===== src/pkg/dma0_pkg.sv =====
package dma0_pkg;

  // Register indexes; byte address is four times the index
  localparam logic [7:0]  IDX_MEM_ADDR_A = 8'h20;
  localparam logic [7:0]  IDX_COUNT_A    = 8'h24;
  localparam logic [7:0]  IDX_IO_ADDR_A  = 8'h26;
  localparam logic [7:0]  IDX_CTRL_A     = 8'h27;
  localparam logic [7:0]  IDX_MEM_ADDR_B = 8'h28;
  localparam logic [7:0]  IDX_IRQ_STATUS = 8'h30;
  localparam logic [7:0]  IDX_IRQ_MASK   = 8'h31;

  localparam logic [11:0] ADDR_MEM_ADDR_A = {2'h0, IDX_MEM_ADDR_A, 2'h0};
  localparam logic [11:0] ADDR_COUNT_A    = {2'h0, IDX_COUNT_A, 2'h0};
  localparam logic [11:0] ADDR_IO_ADDR_A  = {2'h0, IDX_IO_ADDR_A, 2'h0};
  localparam logic [11:0] ADDR_CTRL_A     = {2'h0, IDX_CTRL_A, 2'h0};
  localparam logic [11:0] ADDR_MEM_ADDR_B = {2'h0, IDX_MEM_ADDR_B, 2'h0};
  localparam logic [11:0] ADDR_IRQ_STATUS = {2'h0, IDX_IRQ_STATUS, 2'h0};
  localparam logic [11:0] ADDR_IRQ_MASK   = {2'h0, IDX_IRQ_MASK, 2'h0};

  // Field layout and reset values
  localparam int          MEM_ADDR_W      = 24;
  localparam logic [7:0]  MEM_ADDR_TOP    = 8'hff;
  localparam logic [23:0] MEM_ADDR_RESET  = 24'h000000;
  localparam logic [15:0] COUNT_RESET     = 16'h0000;
  localparam logic [7:0]  IO_ADDR_RESET   = 8'h00;
  localparam logic [7:0]  CTRL_RESET      = 8'h00;
  localparam logic [0:0]  IRQ_STATUS_RST  = 1'h0;
  localparam logic [0:0]  IRQ_MASK_RST    = 1'h1;
  localparam int          IRQ_DONE_BIT    = 0;
  localparam logic [2:0]  SEL_TX_EMPTY    = 3'h4;
  localparam logic [2:0]  SEL_RX_FULL     = 3'h5;
  localparam logic [1:0]  SEL_FULL_MODE   = 2'h3;

  // Sub-channel A control byte, bit 7 down to bit 0
  typedef struct packed {
    logic       xfer_enable_bit;
    logic       xfer_size_bit;
    logic       step_direction_bit;
    logic       repeat_enable_bit;
    logic       xfer_irq_enable_bit;
    logic       act_select_hi;
    logic       act_select_mid;
    logic       act_select_lo;
  } ctrl_t;

  // One transfer handed to the bus side
  typedef struct packed {
    logic [23:0] source_address;
    logic [23:0] dest_address;
    logic [7:0]  io_address;
    logic        word;
    logic        full_mode;
  } xfer_t;

endpackage : dma0_pkg


===== src/hdl/addr_stepper.sv =====
`timescale 1ns/100ps
// Next memory address: hold, or step up or down by one or two
module addr_stepper #(
  parameter int WIDTH = 24
) (
  // Current address and controls
  input  wire logic [WIDTH-1:0] addr,
  input  wire logic             step_en,
  input  wire logic             down,
  input  wire logic             word,
  // Stepped address
  output      logic [WIDTH-1:0] nxt_addr
);

  wire logic [WIDTH-1:0] stride = word ? WIDTH'(2) : WIDTH'(1);

  assign nxt_addr = !step_en ? addr :
                    down     ? addr - stride : addr + stride;

endmodule : addr_stepper


===== src/hdl/dma0_chan.sv =====
`timescale 1ns/100ps
module dma0_chan (
  // Clock and reset
  input  wire logic                  pclk,
  input  wire logic                  presetn,
  // APB slave
  input  wire logic                  psel,
  input  wire logic                  penable,
  input  wire logic                  pwrite,
  input  wire logic [11:0]           paddr,
  input  wire logic [31:0]           pwdata,
  output      logic [31:0]           prdata,
  output      logic                  pready,
  output      logic                  pslverr,
  // Activation sources, same clock
  input  wire logic [3:0]            timer_unit_evt,
  input  wire logic                  serial_unit_tx_empty,
  input  wire logic                  serial_unit_rx_full,
  // External request pin, active low, asynchronous
  input  wire logic                  dreq_n,
  // Transfer requests
  output      logic                  xfer_valid,
  output      dma0_pkg::xfer_t       xfer,
  output      logic                  xfer_enabled,
  // Interrupt
  output      logic                  irq
);

  // Register state
  logic [23:0]          mem_addr_a_ff;
  logic [23:0]          mem_addr_b_ff;
  logic [23:0]          shadow_addr_a_ff;
  logic [15:0]          count_ff;
  logic [15:0]          shadow_count_ff;
  logic [7:0]           io_addr_ff;
  dma0_pkg::ctrl_t      ctrl_ff;
  logic [0:0]           status_ff;
  logic [0:0]           mask_ff;
  logic                 irq_ff;
  logic                 xfer_valid_ff;
  dma0_pkg::xfer_t      xfer_ff;
  logic                 pready_ff;
  logic                 pslverr_ff;
  logic [31:0]          prdata_ff;
  logic                 dreq_s1_ff;
  logic                 dreq_s2_ff;
  logic                 dreq_s3_ff;
  logic                 dreq_stable_ff;

  // Bus decode
  wire logic       acc_req   = psel && penable && !pready_ff;
  wire logic       acc_done  = psel && penable && pready_ff;
  wire logic       hit_mar_a = paddr == dma0_pkg::ADDR_MEM_ADDR_A;
  wire logic       hit_cnt   = paddr == dma0_pkg::ADDR_COUNT_A;
  wire logic       hit_io    = paddr == dma0_pkg::ADDR_IO_ADDR_A;
  wire logic       hit_ctrl  = paddr == dma0_pkg::ADDR_CTRL_A;
  wire logic       hit_mar_b = paddr == dma0_pkg::ADDR_MEM_ADDR_B;
  wire logic       hit_stat  = paddr == dma0_pkg::ADDR_IRQ_STATUS;
  wire logic       hit_mask  = paddr == dma0_pkg::ADDR_IRQ_MASK;
  wire logic       hit_any   = hit_mar_a || hit_cnt || hit_io || hit_ctrl
                               || hit_mar_b || hit_stat || hit_mask;
  wire logic       wr_fire   = acc_done && pwrite && hit_any;
  wire logic       wr_mar_a  = wr_fire && hit_mar_a;
  wire logic       wr_cnt    = wr_fire && hit_cnt;
  wire logic       wr_io     = wr_fire && hit_io;
  wire logic       wr_ctrl   = wr_fire && hit_ctrl;
  wire logic       wr_mar_b  = wr_fire && hit_mar_b;
  wire logic       wr_stat   = wr_fire && hit_stat;
  wire logic       wr_mask   = wr_fire && hit_mask;

  // Top byte of each address register is fixed high
  wire logic [31:0] rd_mar_a = {dma0_pkg::MEM_ADDR_TOP, mem_addr_a_ff};
  wire logic [31:0] rd_mar_b = {dma0_pkg::MEM_ADDR_TOP, mem_addr_b_ff};
  wire logic [31:0] rdata =
    hit_mar_a ? rd_mar_a :
    hit_mar_b ? rd_mar_b :
    hit_cnt   ? {16'h0000, count_ff} :
    hit_io    ? {24'h000000, io_addr_ff} :
    hit_ctrl  ? {24'h000000, ctrl_ff} :
    hit_stat  ? {31'h00000000, status_ff} :
    hit_mask  ? {31'h00000000, mask_ff} : 32'h00000000;

  // Mode decode
  wire logic [2:0] sel       = {ctrl_ff.act_select_hi, ctrl_ff.act_select_mid,
                                ctrl_ff.act_select_lo};
  wire logic       full_mode = sel[2:1] == dma0_pkg::SEL_FULL_MODE;
  wire logic       io_mode   = !full_mode && !ctrl_ff.repeat_enable_bit;
  wire logic       rpt_mode  = !full_mode && ctrl_ff.repeat_enable_bit
                               && !ctrl_ff.xfer_irq_enable_bit;
  wire logic       idle_mode = !full_mode && ctrl_ff.repeat_enable_bit
                               && ctrl_ff.xfer_irq_enable_bit;
  // In full mode bits 5 and 4 are the source direction and step enable
  wire logic       src_direction_bit   = ctrl_ff.step_direction_bit;
  wire logic       src_step_enable_bit = ctrl_ff.repeat_enable_bit;

  // Pin edge: counts only once the second and third stages agree
  wire logic       dreq_agree = dreq_s2_ff == dreq_s3_ff;
  wire logic       dreq_fall  = dreq_agree && dreq_stable_ff && !dreq_s3_ff;

  // Activation source select
  wire logic       trig =
    full_mode                      ? dreq_fall :
    !sel[2]                        ? timer_unit_evt[sel[1:0]] :
    sel == dma0_pkg::SEL_TX_EMPTY  ? serial_unit_tx_empty :
                                     serial_unit_rx_full;
  wire logic       fire      = ctrl_ff.xfer_enable_bit && trig;
  wire logic       last      = count_ff == 16'h0001;
  wire logic       finish    = fire && last && !rpt_mode;
  wire logic       done_evt  = finish && ctrl_ff.xfer_irq_enable_bit;

  // Address stepping; idle mode keeps the memory address put
  wire logic       step_a_en   = full_mode ? src_step_enable_bit
                                           : !idle_mode;
  wire logic       step_a_down = full_mode ? src_direction_bit
                                           : ctrl_ff.step_direction_bit;
  wire logic [23:0] stepped_a;

  addr_stepper #(
    .WIDTH    (dma0_pkg::MEM_ADDR_W)
  ) u_step_a (
    .addr     (mem_addr_a_ff),
    .step_en  (step_a_en),
    .down     (step_a_down),
    .word     (ctrl_ff.xfer_size_bit),
    .nxt_addr (stepped_a)
  );

  // Next values
  wire logic [23:0] nxt_mem_addr_a =
    wr_mar_a          ? pwdata[23:0] :
    fire && last && rpt_mode ? shadow_addr_a_ff :
    fire              ? stepped_a : mem_addr_a_ff;
  wire logic [15:0] nxt_count =
    wr_cnt            ? pwdata[15:0] :
    fire && last && rpt_mode ? shadow_count_ff :
    fire              ? count_ff - 16'h0001 : count_ff;
  // A software write in the same cycle wins over the hardware clear
  wire dma0_pkg::ctrl_t nxt_ctrl =
    wr_ctrl ? dma0_pkg::ctrl_t'(pwdata[7:0]) :
    finish  ? dma0_pkg::ctrl_t'({1'b0, ctrl_ff[6:0]}) : ctrl_ff;
  // Set wins over write-one-to-clear
  wire logic [0:0]  nxt_status =
    (status_ff & ~(wr_stat ? pwdata[0:0] : 1'b0)) | done_evt;
  wire dma0_pkg::xfer_t nxt_xfer = '{
    source_address : mem_addr_a_ff,
    dest_address   : mem_addr_b_ff,
    io_address     : full_mode ? 8'h00 : io_addr_ff,
    word           : ctrl_ff.xfer_size_bit,
    full_mode      : full_mode
  };

  // APB answer: one wait state, data and error come from flops
  always_ff @(posedge pclk or negedge presetn) begin
    if (!presetn) begin
      pready_ff  <= 1'b0;
      pslverr_ff <= 1'b0;
      prdata_ff  <= 32'h00000000;
    end else begin
      pready_ff  <= acc_req;
      pslverr_ff <= acc_req && !hit_any;
      if (acc_req) begin
        prdata_ff <= pwrite ? 32'h00000000 : rdata;
      end
    end
  end

  // Request pin synchroniser
  always_ff @(posedge pclk or negedge presetn) begin
    if (!presetn) begin
      dreq_s1_ff     <= 1'b1;
      dreq_s2_ff     <= 1'b1;
      dreq_s3_ff     <= 1'b1;
      dreq_stable_ff <= 1'b1;
    end else begin
      dreq_s1_ff <= dreq_n;
      dreq_s2_ff <= dreq_s1_ff;
      dreq_s3_ff <= dreq_s2_ff;
      if (dreq_agree) begin
        dreq_stable_ff <= dreq_s3_ff;
      end
    end
  end

  // Channel registers
  always_ff @(posedge pclk or negedge presetn) begin
    if (!presetn) begin
      mem_addr_a_ff    <= dma0_pkg::MEM_ADDR_RESET;
      mem_addr_b_ff    <= dma0_pkg::MEM_ADDR_RESET;
      shadow_addr_a_ff <= dma0_pkg::MEM_ADDR_RESET;
      count_ff         <= dma0_pkg::COUNT_RESET;
      shadow_count_ff  <= dma0_pkg::COUNT_RESET;
      io_addr_ff       <= dma0_pkg::IO_ADDR_RESET;
      ctrl_ff          <= dma0_pkg::ctrl_t'(dma0_pkg::CTRL_RESET);
    end else begin
      mem_addr_a_ff <= nxt_mem_addr_a;
      count_ff      <= nxt_count;
      ctrl_ff       <= nxt_ctrl;
      if (wr_mar_a) begin
        shadow_addr_a_ff <= pwdata[23:0];
      end
      if (wr_cnt) begin
        shadow_count_ff <= pwdata[15:0];
      end
      if (wr_mar_b) begin
        mem_addr_b_ff <= pwdata[23:0];
      end
      if (wr_io) begin
        io_addr_ff <= pwdata[7:0];
      end
    end
  end

  // Interrupt and transfer outputs
  always_ff @(posedge pclk or negedge presetn) begin
    if (!presetn) begin
      status_ff     <= dma0_pkg::IRQ_STATUS_RST;
      mask_ff       <= dma0_pkg::IRQ_MASK_RST;
      irq_ff        <= 1'b0;
      xfer_valid_ff <= 1'b0;
      xfer_ff       <= '0;
    end else begin
      status_ff     <= nxt_status;
      irq_ff        <= |(status_ff & mask_ff);
      xfer_valid_ff <= fire;
      if (wr_mask) begin
        mask_ff <= pwdata[0:0];
      end
      if (fire) begin
        xfer_ff <= nxt_xfer;
      end
    end
  end

  assign prdata       = prdata_ff;
  assign pready       = pready_ff;
  assign pslverr      = pslverr_ff;
  assign xfer_valid   = xfer_valid_ff;
  assign xfer         = xfer_ff;
  assign xfer_enabled = ctrl_ff.xfer_enable_bit;
  assign irq          = irq_ff;
endmodule : dma0_chan


===== config.mk =====
export PLATFORM = sky130hd
export DESIGN_NAME = dma0_chan
export DESIGN_NICKNAME = d
export VERILOG_FILES = /design/src/pkg/dma0_pkg.sv /design/src/hdl/addr_stepper.sv /design/src/hdl/dma0_chan.sv
export SDC_FILE = /design/constraint.sdc
export NUM_CORES = 1
export LEC_CHECK = 0
export BUFFER_PORTS_ARGS = -buffer_cell sky130_fd_sc_hd__buf_4
export CORE_UTILIZATION = 54
export CTS_CLUSTER_SIZE = 40
export DETAILED_ROUTE_END_ITERATION = 8
export GPL_ROUTABILITY_DRIVEN = 0
export HOLD_SLACK_MARGIN = 0.03
export PLACE_DENSITY = 0.8
export SLEW_MARGIN = 25
export SYNTH_ARGS = -nofsm -noshare
export SYNTH_HDL_FRONTEND = slang
export SYNTH_SLANG_ARGS = --single-unit

===== constraint.sdc =====
create_clock -name pclk -period 3.9 [get_ports pclk]
set_clock_uncertainty 0.2 [all_clocks]
set_input_delay 0.39 -clock pclk [delete_from_list [all_inputs] [get_ports pclk]]
set_output_delay 0.39 -clock pclk [all_outputs]
set_load 0.005 [all_outputs]

==> results.json <==
{
  "status": "finished clean",
  "clock_sinks": 213,
  "reg2reg_slack_ns": 0.66,
  "portBuffers": 142,
  "grt_pass1_wl_mm": 49.3,
  "dieArea_sq_um": 20700,
  "hold_viol_final": 0,
  "synth_most_common_cell": "nand2_1",
  "drv_slew": 0,
  "swShare_pct": 21.5,
  "ys_ff_latch": 213,
  "r2r_end": "mem_addr_a_ff[23]",
  "worst_pin_slew_ns": 0.905,
  "pwr-share-comb_pct": 3.8,
  "timing.final.crit_share_pct": 83.0,
  "via_per_inst": 6.06,
  "wl_mm": 31.3,
  "drive_above_1_share_pct": 19.1,
  "cellPowerDensity_nw_per_um2": 346,
  "worst-path-max-fanout": 22,
  "fp.dieH_um": 144,
  "critPathLaunchType": "register",
  "synthTopCellsByArea": "dfrtp_1, nand2_1, mux2_2",
  "r2r_cells": 9,
  "synth_edf_count": 0,
  "yosysTopAreaCell": "dfrtp_1",
  "post_drt_wl_per_cell_um": 19.4,
  "critPathKind": "register to register",
  "grtUsageTotal_pct": 30.9,
  "p_leak_nw": 6.88,
  "area_delta_synth_final_pct": 21.0,
  "fillers": 1494,
  "clk-insertion-delay-late_ns": 0.51,
  "min-delay-start": "paddr[2]",
  "rsz0062_at_grt": "no",
  "cts_buffers": 23,
  "syn_nets": 1269,
  "netlist-cell-type-count": 63,
  "p_int_mw": 3.57,
  "coreArea_sq_um": 19600,
  "floorplan.initialDensity_pct": 55.4,
  "r2r_start": "src_direction_bit",
  "cts_setup_buffers": 0,
  "synthTopCellsByCount": "nand2_1, dfrtp_1, nor2_1",
  "cts.reportedPaths.clkPinSlew_ns": 0.06,
  "yosysWarnings": 0,
  "crit_required_ns": 4.10,
  "layout.nets": 1414,
  "synthCells": 1187,
  "fin_tns_setup_ns": 0,
  "yosysTopAreaCellShare_pct": 47.9,
  "vias": 9765,
  "p_seq_share_pct": 48.9,
  "row_count": 51,
  "synthFlopType": "dfrtp_1",
  "grt-ovfl-total": 0,
  "whs_ns": 0.154,
  "hpwl_mm": 21.3,
  "cp.arrival_ns": 3.44,
  "max_slew_margin_pct": 39.2,
  "ant_nets": 0,
  "end_kind": "register",
  "first_pass_iters": 5,
  "cts_tree": "done",
  "root_buffer": "clkbuf_16",
  "antenna_found_initial": 0,
  "clockPowerShare_pct": 47.3,
  "die_x_um": 144,
  "max_freq_mhz": 309,
  "htreeDepth": 1,
  "irDropWorstVdd_mv": 0.208,
  "setup_viol": 0,
  "worstHoldEndpoint": "mask_ff",
  "drv_cap": 0,
  "synthesis.area_sq_um": 10900,
  "synth.avg_cell_area_sq_um": 9.15,
  "ys_seq_area_share_pct": 49.1,
  "num_io_pins": 151,
  "cts_resized": 0,
  "hp-class": "primary input to register",
  "async_reset_ff_share_pct": 100,
  "fin_crit_ns": 3.24,
  "remaining_drc_errors": 0,
  "clockBufferDepth": 3,
  "grt_pass1_vias": 9412,
  "grt_max_degree": 113,
  "drt_iter0_drc": 980,
  "min_path_cells": 3,
  "p_switching_mw": 0.975
}
## how the worst max path moves through the flow
stage / slack (ns) / to / startpoint / cells after the start
CTS: 0.68 / xfer[28] / dreq_stable_ff / 7
detailed placement: 0.69 / ctrl_ff[3] / paddr[11] / 7
floorplan: 0.86 / mem_addr_a_ff[16] / src_direction_bit / 9
global route: 0.47 / mem_addr_a_ff[16] / mem_addr_a_ff[0] / 11
global placement: 0.74 / ctrl_ff[0] / paddr[11] / 7
finish: 0.66 / mem_addr_a_ff[23] / src_direction_bit / 9
## power by group through the flow
stage / clock, mW / combinational [mW] / sequential [mW]
floorplan: 0 / 0.0324 / 2.26
global placement: 0 / 0.149 / 2.26
detailed placement: 0 / 0.150 / 2.26
CTS: 2.16 / 0.173 / 2.22
global route: 2.25 / 0.188 / 2.22
finish: 2.15 / 0.173 / 2.22
## area by class of cell
| class | instances | area, sq um | area share (%) |
|---|---|---|---|
| multi-input combinational | 876 | 5090 | 38.8 |
| clock inverter | 7 | 87.6 | 0.667 |
| timing repair buffer | 193 | 1550 | 11.8 |
| sequential | 213 | 5340 | 40.6 |
| tap | 265 | 332 | 2.52 |
| clock buffer | 31 | 646 | 4.91 |
| inverter | 25 | 93.8 | 0.714 |
| antenna | 1 | 2.50 | 0.0190 |
## critical path: stages (launching register included)
cell	delay (ns)
dfrtp_1	0.44
buf_4	0.33
ha_1	0.33
o21a_1	0.19
o31a_1	0.13
o21ai_0	0.56
o211ai_1	0.31
a31oi_1	0.35
xnor2_1	0.12
a21o_1	0.18
## cells by family (layout without fill, tap and decap cells)
| kind of cell | count (synthesis) | count (layout) | synth area share, % |
|---|---|---|---|
| muxes | 69 | 69 | 7.03 |
| DFF | 213 | 213 | 49.1 |
| other | 0 | 1 | 0 |
| xor gates and xnor gates | 20 | 20 | 1.61 |
| AOI/OAI and AO/OA | 262 | 262 | 15.0 |
| and+or+nand+nor | 498 | 498 | 19.9 |
| adders and majority gates | 27 | 27 | 3.16 |
| buffers and inverters | 98 | 256 | 4.06 |
## state kept, by name, summed over array words and instances, names as in the netlist
| name | cells |
|---|---|
| count_ff | 16 |
| ctrl_ff | 5 |
| dreq_s1_ff | 1 |
| dreq_s2_ff | 1 |
| dreq_s3_ff | 1 |
| dreq_stable_ff | 1 |
| io_addr_ff | 8 |
| irq | 1 |
| mask_ff | 1 |
| mem_addr_a_ff | 24 |
| mem_addr_b_ff | 24 |
| prdata | 25 |
| pready | 1 |
| pslverr | 1 |
| shadow_addr_a_ff | 24 |
| shadow_count_ff | 16 |
| src_direction_bit | 1 |
| src_step_enable_bit | 1 |
| status_ff | 1 |
| xfer | 58 |
| xfer_enabled | 1 |
| xfer_valid | 1 |
## cells in the final DEF (no fill, tap or decap), drive strengths merged, types with 25 or more instances in the layout
master         n
nor2          65
clkbuf        32
buf          165
dlygate4sd3   27
dfrtp        208
nand3         27
mux2          48
nand2        333
o21ai         86
inv           25
ha            25
a21oi         62
## per-layer routing
metal,routed length [um],track usage (%)
met5,0,0
met4,1090,11.7
met3,2820,5.03
met2,14100,47.3
met1,13300,44.0
## stage by stage
stage / utilization [%] / setup slack [ns] / area, sq um / power (mW) / std cells
2_1_floorplan: - / 0.857 / 10900 / 2.29 / 1187
3_3_place_gp: 61.9 / 0.743 / 12100 / 2.41 / 1545
3_5_place_dp: 61.9 / 0.694 / 12100 / 2.41 / 1545
4_1_cts: 67.1 / 0.678 / 13100 / 4.55 / 1610
5_1_grt: 67.1 / 0.469 / 13100 / 4.66 / 1610
6_report: 67.1 / 0.662 / 13100 / 4.54 / 1611
## timing repair
item                                   in CTS  in global routing
setup endpoints to repair                   0                  0
hold buffers                               27                  0
endpoints found under the hold margin     221                  0
Power figures use the tool's default switching activity.
